===== src/verilog/mps_pkg.sv =====
// constants for the memory module power sequencer
// assumes a single 125 MHz clock; all analog sensing arrives as pins
package mps_pkg;
    localparam int CLK_FREQ_HZ = 125000000;
    // turn-on delay pulse length, least time, rounded up
    localparam int TURN_ON_DELAY_MS = 30;
    localparam int TURN_ON_DELAY_CYC = (CLK_FREQ_HZ / 1000) * TURN_ON_DELAY_MS;
    // settle time before fault indication is allowed
    localparam int SETTLE_DELAY_MS = 150;
    localparam int SETTLE_DELAY_CYC = (CLK_FREQ_HZ / 1000) * SETTLE_DELAY_MS;
    localparam int CNT_W = 25;
    // index of each module regulator in per-regulator vectors
    localparam int REG_READ = 0;
    localparam int REG_WRITE = 1;
    localparam int REG_INHIBIT = 2;
    localparam int REG_POS30 = 3;
    localparam int NUM_REG = 4;
    // relay chain states
    typedef enum logic [3:0] {
        MPS_RLY_OFF = 4'h1,
        MPS_RLY_ST1 = 4'h2,
        MPS_RLY_ST2 = 4'h4,
        MPS_RLY_ST3 = 4'h8
    } mps_relay_e;
endpackage


===== src/verilog/mps_delay.sv =====
// one-shot delay counter: pulse of fixed length or delayed level
// assumes run comes from logic on the same clock
`timescale 1ns/1ps
`default_nettype none
module mps_delay #(
    parameter int CYCLES = 4
) (
    input wire logic clock_in,
    input wire logic rst_n_in,
    input wire logic run_in,
    output logic done_out
);
    logic [mps_pkg::CNT_W-1:0] count;

    // counts while run is high, holds done once reached, clears count and done when run drops
    always_ff @(posedge clock_in or negedge rst_n_in) begin
        if (!rst_n_in) begin
            count <= '0;
            done_out <= 1'b0;
        end else if (!run_in) begin
            count <= '0;
            done_out <= 1'b0;
        end else if (count == mps_pkg::CNT_W'(CYCLES - 1)) begin
            done_out <= 1'b1;
        end else begin
            count <= count + 1'b1;
        end
    end
endmodule
`default_nettype wire


===== src/verilog/mps_top.sv =====
// power sequencer and supply fault logic of one core memory module
// assumes every input is an asynchronous pin from relays, switches or comparators
`timescale 1ns/1ps
`default_nettype none
// delay lengths default to the real timings; a bench may shorten them to reach later states
module mps_top #(
    parameter int TURN_ON_CYC = mps_pkg::TURN_ON_DELAY_CYC,
    parameter int SETTLE_CYC = mps_pkg::SETTLE_DELAY_CYC
) (
    input wire logic clock_in,
    input wire logic rst_n_in,
    input wire logic power_switch_on_in,
    input wire logic remote_mode_in,
    input wire logic system_on_in,
    input wire logic hv_supply_good_in,
    input wire logic [3:0] reg_undervoltage_in,
    input wire logic [3:0] reg_overvoltage_in,
    input wire logic fault_reset_in,
    output logic first_stage_relay_out,
    output logic second_stage_relay_out,
    output logic third_stage_relay_out,
    output logic fault_indicate_relay_out,
    output logic neg30_enable_n_out,
    output logic pos30_enable_out,
    output logic power_up_latch_out,
    output logic turn_on_delay_pulse_out,
    output logic supply_fault_block_n_out,
    output logic memory_not_available_out,
    output logic undervoltage_indicator_n_out,
    output logic overvoltage_indicator_n_out,
    output logic [3:0] reg_fault_indicator_n_out
);
    // ------------------------------------------------------------
    // reset and pin synchronisers
    // ------------------------------------------------------------
    logic rst_meta;
    logic rst_n;
    always_ff @(posedge clock_in or negedge rst_n_in) begin
        if (!rst_n_in) begin
            rst_meta <= 1'b0;
            rst_n <= 1'b0;
        end else begin
            rst_meta <= 1'b1;
            rst_n <= rst_meta;
        end
    end

    localparam int NSYNC = 13;
    logic [NSYNC-1:0] pins_raw;
    logic [NSYNC-1:0] pins_meta;
    logic [NSYNC-1:0] pins;
    assign pins_raw = {reg_overvoltage_in, reg_undervoltage_in, fault_reset_in,
        hv_supply_good_in, system_on_in, remote_mode_in, power_switch_on_in};

    // two flops per pin before any logic looks at it
    always_ff @(posedge clock_in or negedge rst_n) begin
        if (!rst_n) begin
            pins_meta <= '0;
            pins <= '0;
        end else begin
            pins_meta <= pins_raw;
            pins <= pins_meta;
        end
    end

    logic sw_on;
    logic remote;
    logic sys_on;
    logic hv_good;
    logic fault_reset;
    logic [3:0] uv;
    logic [3:0] ov;
    assign sw_on = pins[0];
    assign remote = pins[1];
    assign sys_on = pins[2];
    assign hv_good = pins[3];
    assign fault_reset = pins[4];
    assign uv = pins[8:5];
    assign ov = pins[12:9];

    // ------------------------------------------------------------
    // relay chain
    // ------------------------------------------------------------
    mps_pkg::mps_relay_e relay_state;
    mps_pkg::mps_relay_e next_relay_state;

    // pick upward one stage per cycle, drop downward one per cycle
    always_comb begin
        next_relay_state = relay_state;
        case (relay_state)
            mps_pkg::MPS_RLY_OFF: begin
                if (sw_on && sys_on) next_relay_state = mps_pkg::MPS_RLY_ST1;
            end
            mps_pkg::MPS_RLY_ST1: begin
                if (!sw_on || !sys_on) next_relay_state = mps_pkg::MPS_RLY_OFF;
                else next_relay_state = mps_pkg::MPS_RLY_ST2;
            end
            mps_pkg::MPS_RLY_ST2: begin
                if (!sw_on || !sys_on) next_relay_state = mps_pkg::MPS_RLY_ST1;
                else next_relay_state = mps_pkg::MPS_RLY_ST3;
            end
            mps_pkg::MPS_RLY_ST3: begin
                if (!sw_on || !sys_on) next_relay_state = mps_pkg::MPS_RLY_ST2;
            end
            default: next_relay_state = mps_pkg::MPS_RLY_OFF;
        endcase
    end

    // the chain runs only with system power present, independent of remote
    always_ff @(posedge clock_in or negedge rst_n) begin
        if (!rst_n) begin
            relay_state <= mps_pkg::MPS_RLY_OFF;
        end else begin
            relay_state <= next_relay_state;
        end
    end

    always_ff @(posedge clock_in or negedge rst_n) begin
        if (!rst_n) begin
            first_stage_relay_out <= 1'b0;
            second_stage_relay_out <= 1'b0;
            third_stage_relay_out <= 1'b0;
        end else begin
            first_stage_relay_out <= (next_relay_state != mps_pkg::MPS_RLY_OFF);
            second_stage_relay_out <= (next_relay_state == mps_pkg::MPS_RLY_ST2)
                || (next_relay_state == mps_pkg::MPS_RLY_ST3);
            third_stage_relay_out <= (next_relay_state == mps_pkg::MPS_RLY_ST3);
        end
    end

    // ------------------------------------------------------------
    // fault indication settle delay
    // ------------------------------------------------------------
    logic settle_done;
    mps_delay #(
        .CYCLES(SETTLE_CYC)
    ) u_settle (
        .clock_in(clock_in),
        .rst_n_in(rst_n),
        .run_in(second_stage_relay_out),
        .done_out(settle_done)
    );

    // indicate relay follows +19V from the second stage after 150 ms
    always_ff @(posedge clock_in or negedge rst_n) begin
        if (!rst_n) begin
            fault_indicate_relay_out <= 1'b0;
        end else begin
            fault_indicate_relay_out <= settle_done && second_stage_relay_out;
        end
    end

    // ------------------------------------------------------------
    // turn-on delay pulse and power-up latch
    // ------------------------------------------------------------
    logic hv_good_prev;
    logic pulse_run;
    logic pulse_done;
    logic pulse_start;
    logic sequence_ok;

    // +100V is only taken as good once the third relay carries it
    assign sequence_ok = hv_good && third_stage_relay_out;
    assign pulse_start = sequence_ok && !hv_good_prev && !power_up_latch_out
        && supply_fault_block_n_out;

    always_ff @(posedge clock_in or negedge rst_n) begin
        if (!rst_n) begin
            hv_good_prev <= 1'b0;
        end else begin
            hv_good_prev <= sequence_ok;
        end
    end

    mps_delay #(
        .CYCLES(TURN_ON_CYC)
    ) u_turn_on (
        .clock_in(clock_in),
        .rst_n_in(rst_n),
        .run_in(pulse_run),
        .done_out(pulse_done)
    );

    // pulse is dropped early if +100V goes away mid-pulse
    always_ff @(posedge clock_in or negedge rst_n) begin
        if (!rst_n) begin
            pulse_run <= 1'b0;
        end else if (pulse_start) begin
            pulse_run <= 1'b1;
        end else if (pulse_done || !sequence_ok) begin
            pulse_run <= 1'b0;
        end
    end

    always_ff @(posedge clock_in or negedge rst_n) begin
        if (!rst_n) begin
            turn_on_delay_pulse_out <= 1'b0;
        end else begin
            turn_on_delay_pulse_out <= pulse_run && !pulse_done;
        end
    end

    // latch clears first on +100V loss or lockout loss
    always_ff @(posedge clock_in or negedge rst_n) begin
        if (!rst_n) begin
            power_up_latch_out <= 1'b0;
        end else if (!sequence_ok || !supply_fault_block_n_out) begin
            power_up_latch_out <= 1'b0;
        end else if (turn_on_delay_pulse_out) begin
            power_up_latch_out <= 1'b1;
        end
    end

    // ------------------------------------------------------------
    // regulator enables
    // ------------------------------------------------------------
    logic neg30_uv_any;
    assign neg30_uv_any = |uv[2:0];

    // -30V group on from pulse start, held by latch, dropped once +30V is down
    always_ff @(posedge clock_in or negedge rst_n) begin
        if (!rst_n) begin
            neg30_enable_n_out <= 1'b1;
        end else if (turn_on_delay_pulse_out || power_up_latch_out) begin
            neg30_enable_n_out <= 1'b0;
        end else if (!pos30_enable_out) begin
            neg30_enable_n_out <= 1'b1;
        end
    end

    // +30V follows -30V, and goes down before it on shutdown
    always_ff @(posedge clock_in or negedge rst_n) begin
        if (!rst_n) begin
            pos30_enable_out <= 1'b0;
        end else if (!power_up_latch_out || (uv[mps_pkg::REG_POS30]
            && !turn_on_delay_pulse_out && pos30_enable_out)) begin
            pos30_enable_out <= 1'b0;
        end else if (!neg30_enable_n_out && !neg30_uv_any) begin
            pos30_enable_out <= 1'b1;
        end
    end

    // ------------------------------------------------------------
    // fault latches
    // ------------------------------------------------------------
    logic sense_arm;
    logic latch_clear;
    logic uv_latch;
    logic ov_latch;
    logic [3:0] reg_latch;

    // sensing armed only after the pulse, with settle relay closed
    assign sense_arm = power_up_latch_out && !turn_on_delay_pulse_out
        && fault_indicate_relay_out && !fault_reset;
    assign latch_clear = fault_reset || !sw_on;

    // set wins over clear: reset button also disables sensing, so only a switch-off clear can clash with a set
    always_ff @(posedge clock_in or negedge rst_n) begin
        if (!rst_n) begin
            uv_latch <= 1'b0;
        end else if (sense_arm && (|uv)) begin
            uv_latch <= 1'b1;
        end else if (latch_clear) begin
            uv_latch <= 1'b0;
        end
    end

    always_ff @(posedge clock_in or negedge rst_n) begin
        if (!rst_n) begin
            ov_latch <= 1'b0;
        end else if (sense_arm && (|ov)) begin
            ov_latch <= 1'b1;
        end else if (latch_clear) begin
            ov_latch <= 1'b0;
        end
    end

    genvar gi;
    generate
        for (gi = 0; gi < mps_pkg::NUM_REG; gi++) begin : g_reg
            logic gate_ok;
            // +30V indication suppressed while a -30V rail is under-voltage
            if (gi == mps_pkg::REG_POS30) begin : g_pos
                assign gate_ok = !neg30_uv_any;
            end else begin : g_neg
                assign gate_ok = 1'b1;
            end
            always_ff @(posedge clock_in or negedge rst_n) begin
                if (!rst_n) begin
                    reg_latch[gi] <= 1'b0;
                end else if (sense_arm && gate_ok && (uv[gi] || ov[gi])) begin
                    reg_latch[gi] <= 1'b1;
                end else if (latch_clear) begin
                    reg_latch[gi] <= 1'b0;
                end
            end
        end
    endgenerate

    always_ff @(posedge clock_in or negedge rst_n) begin
        if (!rst_n) begin
            undervoltage_indicator_n_out <= 1'b1;
            overvoltage_indicator_n_out <= 1'b1;
            reg_fault_indicator_n_out <= 4'hf;
        end else begin
            undervoltage_indicator_n_out <= !uv_latch;
            overvoltage_indicator_n_out <= !ov_latch;
            reg_fault_indicator_n_out <= ~reg_latch;
        end
    end

    // ------------------------------------------------------------
    // lockout and availability
    // ------------------------------------------------------------
    // lockout is the only path to system power off, and only on a fault in remote mode
    // lockout is held true in local mode, so off-line faults stay local
    always_ff @(posedge clock_in or negedge rst_n) begin
        if (!rst_n) begin
            supply_fault_block_n_out <= 1'b1;
        end else begin
            supply_fault_block_n_out <= !(remote && (|reg_latch)
                && (uv_latch || ov_latch));
        end
    end

    // exchange takes a low level here as module ready
    always_ff @(posedge clock_in or negedge rst_n) begin
        if (!rst_n) begin
            memory_not_available_out <= 1'b1;
        end else begin
            memory_not_available_out <= !(pos30_enable_out && !uv[mps_pkg::REG_POS30]
                && !turn_on_delay_pulse_out && power_up_latch_out);
        end
    end

    // ------------------------------------------------------------
    // checks
    // ------------------------------------------------------------
    relay_order_a: assert property (@(posedge clock_in) disable iff (!rst_n)
        third_stage_relay_out |-> second_stage_relay_out && first_stage_relay_out)
        else $error("third relay closed without earlier stages");

    relay_drop_a: assert property (@(posedge clock_in) disable iff (!rst_n)
        $fell(first_stage_relay_out) |-> !$past(second_stage_relay_out))
        else $error("first relay dropped before second");

    pos30_after_neg_a: assert property (@(posedge clock_in) disable iff (!rst_n)
        $rose(pos30_enable_out) |-> !neg30_enable_n_out && !$past(neg30_uv_any))
        else $error("+30V enabled before -30V group up");

    neg_after_pos_a: assert property (@(posedge clock_in) disable iff (!rst_n)
        $rose(neg30_enable_n_out) |-> !$past(pos30_enable_out))
        else $error("-30V dropped while +30V still on");

    latch_clear_hv_a: assert property (@(posedge clock_in) disable iff (!rst_n)
        !sequence_ok |=> !power_up_latch_out)
        else $error("power-up latch held without +100V");

    pulse_start_a: assert property (@(posedge clock_in) disable iff (!rst_n)
        pulse_start |-> ##2 turn_on_delay_pulse_out || !sequence_ok)
        else $error("delay pulse did not start");

    mna_a: assert property (@(posedge clock_in) disable iff (!rst_n)
        turn_on_delay_pulse_out |=> memory_not_available_out)
        else $error("memory reported available during delay pulse");

    lockout_a: assert property (@(posedge clock_in) disable iff (!rst_n)
        !supply_fault_block_n_out |-> (|$past(reg_latch))
        && ($past(uv_latch) || $past(ov_latch)))
        else $error("lockout dropped without both latches");

    uv_sense_a: assert property (@(posedge clock_in) disable iff (!rst_n)
        sense_arm && uv[0] |=> ##1 !undervoltage_indicator_n_out)
        else $error("under-voltage not latched");
endmodule
`default_nettype wire


===== config.mk =====
export PLATFORM = sky130hd
export DESIGN_NAME = mps_top
export DESIGN_NICKNAME = d
export VERILOG_FILES = /design/src/verilog/mps_pkg.sv /design/src/verilog/mps_delay.sv /design/src/verilog/mps_top.sv
export SDC_FILE = /design/constraint.sdc
export NUM_CORES = 1
export LEC_CHECK = 0
export BUFFER_PORTS_ARGS = -buffer_cell sky130_fd_sc_hd__buf_4
export CORE_MARGIN = 1
export CORE_UTILIZATION = 50
export DETAILED_ROUTE_END_ITERATION = 10
export PLACE_DENSITY = 0.68
export SYNTH_ARGS = -nofsm -noshare
export SYNTH_HDL_FRONTEND = slang
export SYNTH_SLANG_ARGS = --single-unit

===== constraint.sdc =====
create_clock -name clock_in -period 8.1 [get_ports clock_in]
set_clock_uncertainty 0.05 [all_clocks]
set_input_delay 0.405 -clock clock_in [delete_from_list [all_inputs] [get_ports clock_in]]
set_output_delay 0.405 -clock clock_in [all_outputs]
set_load 0.1 [all_outputs]

* Word-level counts from Yosys, hierarchy flattened *
Index checks and enable logic that the tools add are counted.

cells by class
  $add $sub $neg = 2
  equality and inequality tests = 14
  mux-type cells = 28
  bitwise gates (word level) = 1
  reduce and logical (&&, ||, !) cells = 66

operator list
  operator                                                                  count
  25-bit 2-to-1 mux                                                         4
  25-bit by 1-bit adder with 25-bit output (second input constant)          2
  25-bit by 22-bit equality test with 1-bit output (second input constant)  1
  25-bit equality test (second input constant)                              1
  1-bit logical AND                                                         25
  1-bit 2-to-1 mux                                                          19
  2-bit nonzero test                                                        9
  1-bit logical NOT                                                         16
  4-bit case mux with 4 select lines                                        1
  1-bit logical OR                                                          12
  4-bit 2-to-1 mux                                                          3
  4-bit OR reduction                                                        3
  4-bit by 3-bit equality test with 1-bit output (second input constant)    2
  4-bit equality test (second input constant)                               2
  2-bit by 1-bit inequality test with 1-bit output (second input constant)  3
  4-bit by 1-bit equality test with 1-bit output (second input constant)    1
  4-bit by 2-bit equality test with 1-bit output (second input constant)    1
  2-bit inequality test (second input constant)                             2
  4-bit by 1-bit inequality test with 1-bit output (second input constant)  1
  4-bit NOT                                                                 1
  3-bit 2-to-1 mux                                                          1
  3-bit OR reduction                                                        1

storage, ports and cells
  register bits after elaboration = 108
  input bits = 15
  output and inout bits = 16
  logic and storage cells = 141

* Logic depth before layout (Yosys ltp) *
  depth in word-level cells = 7
  depth in mapped cells = 6
  mapped depth without buffers = 5

* By module *
Synthesis repeated with hierarchy kept, for this count alone.

second synthesis, totals
  cell total of the unflattened synthesis = 423
  area, all modules = 4609.4 um2

by module, submodules not included
  module                  instances  cells an instance  area each (um2)  seq. area each (um2)
  mps_top                 1          123                1823.0           1413.9
  mps_delay at u_turn_on  1          153                1413.9           650.6
  mps_delay at u_settle   1          147                1372.6           650.6

* Worst setup path after synthesis *
Ideal clock, no wire load.

  path kind = flip-flop to flip-flop
  from = register u_settle.count[0] in the netlist's numbering
  to = register u_settle.count[22] in the netlist's numbering
  setup time = 0.078 ns
  arrival time = 1.717 ns
  required time = 7.972 ns
  slack = 6.255 ns
  cell stages (with the launch flop) = 7
  buffers on the path = 1
  period minus slack after synthesis = 1.845 ns
  path through = dfrtp_1 > ha_1 > and3_1 > clkbuf_1 > nand3_1 > or4_1 > a21oi_1

between the ends
  word-level cells in the longest chain between the ends = 3
  elaborated cells on any way between the ends = 5
  classes of those cells = 1 x add/sub; 2 x eq/ne; 2 x mux

RTL lines
  element                                   line             source
  from (decl)                               mps_delay.sv:13  logic [mps_pkg::CNT_W-1:0] count;
  from (signal assigned)                    mps_delay.sv:26  count <= count + 1'b1;
  25-bit by 1-bit adder with 25-bit output  mps_delay.sv:26
  25-bit 2-to-1 mux                         mps_delay.sv:23  end else if (count == mps_pkg::CNT_W'(CYCLES - 1)) begin
  25-bit 2-to-1 mux                         mps_delay.sv:20  end else if (!run_in) begin

Parallel ways exist; a longest one is shown, timed or not. The select of a mux whose other input is x is not followed.
A chain may end at the register's enable or synchronous reset.

* Final worst setup path *
  from = register u_turn_on.count[4] in the netlist's numbering
  to = register u_turn_on.count[17] in the netlist's numbering

between the ends
  word-level cells in the longest chain between the ends = 3
  elaborated cells on any way between the ends = 5
  classes of those cells = 1 x add/sub; 2 x eq/ne; 2 x mux

RTL lines
  element                                   line
  from (decl)                               mps_delay.sv:13
  from (signal assigned)                    mps_delay.sv:26
  25-bit by 1-bit adder with 25-bit output  mps_delay.sv:26
  25-bit 2-to-1 mux                         mps_delay.sv:23
  25-bit 2-to-1 mux                         mps_delay.sv:20

Parallel ways exist; a longest one is shown, timed or not. The select of a mux whose other input is x is not followed.

==> results.yml <==
grt:
  grtUsageTotal_pct: 18.4
  antenna_found_initial: 0
  grt-ovfl-total: 0
  grt_max_degree: 76
  grt_pass1_wl_um: 14200
  grt_pass1_vias: 3021
drt:
  drt_wl_total_um: 7930
  via_per_inst: 5.63
  post-route-drc-count: 0
  first_pass_iters: 4
  final_antenna_net_count: 0
  wl_per_cell_um: 14.3
  drt_iter0_markers: 99
  via_count: 3131
synth:
  netlist_area_sq_um: 4520
  synthTopCellsByCount: "98 x dfrtp_1, 31 x nor2_1, 29 x nand2_1"
  syn-instance-count: 415
  yosys_register_bits: 108
  synth_top_area_cell: "dfrtp_1"
  synth_most_common_cell: "dfrtp_1"
  yosys_warnings: 0
  ys_top_cells_by_area: "dfrtp_1 54%, dfstp_2 5.8%, a21oi_1 3.0%"
  yosysUniqueCellTypes: 44
  seq_area_frac_synth_pct: 60.1
  syn_nets: 432
  synth-edff-count: 0
  synth-main-ff-cell: "dfrtp_1"
  synth.avg_cell_area_sq_um: 10.9
  ys_async_sr_fraction_pct: 100
  synthDominantCellAreaShare_pct: 54.3
flow_run:
  cap_violations: 0
timing:
  rsz0062_at_grt: "false"
  hold_viol_final: 0
  min_period_ns: 2.08
  setup_viol: 0
  fin_crit_sh_pct: 25.6
  slew_viol_final: 0
  tightest_slew_ns: 0.881
  relSlewSlack_pct: 41.3
  tns_ns: 0
  fmax_mhz: 481
  fin_worst_hold_slack_ns: 0.0959
critical_path:
  rr_worst_depth: 4
  crit_fanout: 13
  reg2reg_setup_slack_ns: 6.02
  cp-endpoint: "u_turn_on.count[17]$_DFFE_PN0P_"
  slowest_stage: "or4_1"
  setup.worst_path.start: "u_turn_on.count[4]$_DFFE_PN0P_"
  r2r-end: "u_turn_on.count[17]$_DFFE_PN0P_"
  crit_path_end_kind: "register"
  crit_chain: "and3_1 -> nand4_1 -> or4_1 -> a21oi_1"
  slowest_delay_ns: 0.64
  timing.rr.start: "u_turn_on.count[4]$_DFFE_PN0P_"
  cp.arrival_ns: 2.30
  startpoint_type: "register"
  crit_type: "register to register"
  crit_required_ns: 8.32
min_path:
  hold_class: "primary input to register"
cells_and_area:
  diodes: 0
  fin_nets: 460
  area_delta_synth_final_pct: 11.7
  drive_gt1_share_pct: 13.4
pwr:
  p_int_w: 0.000705
  leakage_nw: 2.00
  power.switching_w: 0.000205
  clkPwrFrac_pct: 36.7
  comb_power_share_pct: 2.3
  p_seq_share_pct: 61.0
  vdd_drop_max_uv: 133
  switching_share_pct: 22.5
  powerDensity_nw_per_um2: 180
clock_network:
  cts_buffers: 9
  path_clk_slew_ns: 0.10
  cts_tree: "yes"
  clockBufferDepth: 2
  cts_resized: 0
  numClockSinks: 108
  cts_root_buf: "clkbuf_8"
  hold_buffers: 1
  cts_setup_buffers: 0
  clk-insertion-delay-late_ns: 0.36
  cts_max_level: 3
floorplan:
  dieArea_sq_um: 9410
  die_y_um: 97.0
  chipWidth_um: 97.0
  initial_core_util_pct: 51.8
  core_sq_um: 8720
  num_rows: 34
  ioPinCount: 31
outcome:
  outcome: "finished clean"
place:
  gp_congestion: 0.811
  hpwlAfterDp_um: 5440
  io_buffers: 30
-- through the flow --
stage / utilization, % / instances / instance area (sq um) / worst slack [ns] / total power (W)
floorplan: - / 415 / 4520 / 4.84 / 0.000576
global placement: 55.4 / 539 / 4830 / 6.14 / 0.000587
detailed placement: 55.4 / 539 / 4830 / 6.05 / 0.000587
CTS: 57.8 / 556 / 5040 / 6.02 / 0.000924
global route: 57.8 / 556 / 5040 / 5.84 / 0.000945
finish: 57.8 / 556 / 5040 / 6.02 / 0.000910
-- layout by cell type (no fill, tap or decap), types with 2 or more instances in the layout --
cell | netlist | layout
clkbuf_8 | 0 | 9
inv_6 | 0 | 2
nand4_1 | 15 | 15
and2_1 | 4 | 4
xnor2_1 | 10 | 10
o31a_1 | 3 | 3
nor4_1 | 11 | 11
and4_1 | 6 | 6
dfstp_2 | 10 | 10
mux2i_1 | 3 | 3
nand2b_1 | 2 | 2
or3_1 | 12 | 12
a21oi_1 | 27 | 27
o21a_1 | 4 | 4
buf_4 | 0 | 31
nor2b_1 | 3 | 3
nor3_1 | 5 | 5
a211oi_1 | 3 | 3
xor2_1 | 8 | 8
nand3b_1 | 3 | 3
nand3_1 | 14 | 14
o31ai_1 | 17 | 17
o21ai_0 | 19 | 19
nor4b_1 | 4 | 4
or4_1 | 14 | 14
inv_8 | 0 | 2
nand2_1 | 29 | 29
and3_1 | 9 | 9
nor2_1 | 31 | 31
ha_1 | 2 | 2
dfrtp_1 | 98 | 97
a31oi_1 | 2 | 2
inv_1 | 19 | 19
-- critical path: cells and delay by family (launching register included) --
| kind | cells | cell delay, ns |
|---|---|---|
| simple gates | 3 | 1.34 |
| flops | 1 | 0.44 |
| compound gates | 1 | 0.17 |
-- power by group through the flow --
stage	Sequential, W	Clock (W)	Combinational, W
final	0.000555	0.000334	0.0000212
after global routing	0.000557	0.000364	0.0000242
after CTS	0.000555	0.000346	0.0000220
after detailed placement	0.000566	0	0.0000216
after global placement	0.000565	0	0.0000213
after floorplan	0.000571	0	0.00000576
-- flip-flops by register name, indices dropped and copies added (netlist names), 4 cells and up --
signal and cells:
pins 13, pins_meta 13, reg_fault_indicator_n_out 4, reg_latch 4, relay_state 4, u_settle.count 25, u_turn_on.count 25
-- cells by family (layout without fill, tap and decap cells) --
group	after synthesis	in the layout	share of synthesized area, %
AND/OR/NAND/NOR	168	168	21.0
multiplexers	3	3	0.665
flip-flops	108	108	60.1
adder cells (fa/ha/maj)	2	2	0.554
other	1	1	0.0830
XOR/XNOR	18	18	3.49
buffers and inverters	34	67	2.85
AO/OA/AOI/OAI	81	81	11.2
-- worst min path at each step --
| stage | startpoint | to | cells past startpoint |
|---|---|---|---|
| floorplan | rst_n_in | rst_meta$_DFF_PN0_ | 0 |
| CTS | power_switch_on_in | pins_meta[0]$_DFF_PN0_ | 1 |
| finish | hv_supply_good_in | pins_meta[3]$_DFF_PN0_ | 1 |
| detailed placement | rst_n_in | rst_meta$_DFF_PN0_ | 1 |
| global placement | rst_n_in | rst_meta$_DFF_PN0_ | 1 |
| global route | power_switch_on_in | pins_meta[0]$_DFF_PN0_ | 1 |
-- layout make-up --
class / instances / area (sq um)
Fill cell: 746 / 3680
Sequential cell: 108 / 2720
Multi-Input combinational cell: 273 / 1670
Timing Repair Buffer: 32 / 243
Tap cell: 108 / 135
Clock buffer: 10 / 128
Clock inverter: 6 / 77.6
Inverter: 19 / 71.3
-- layer usage --
metal / global-route usage [%] / share of wire (%) / routed length [um]
met1: 25.3 / 48 / 3780
met2: 29.4 / 48 / 3780
met3: 3.97 / 3.5 / 280
met4: 5.97 / 1.2 / 93
met5: 0 / 0 / 0
(Power assumes the default switching activity.)
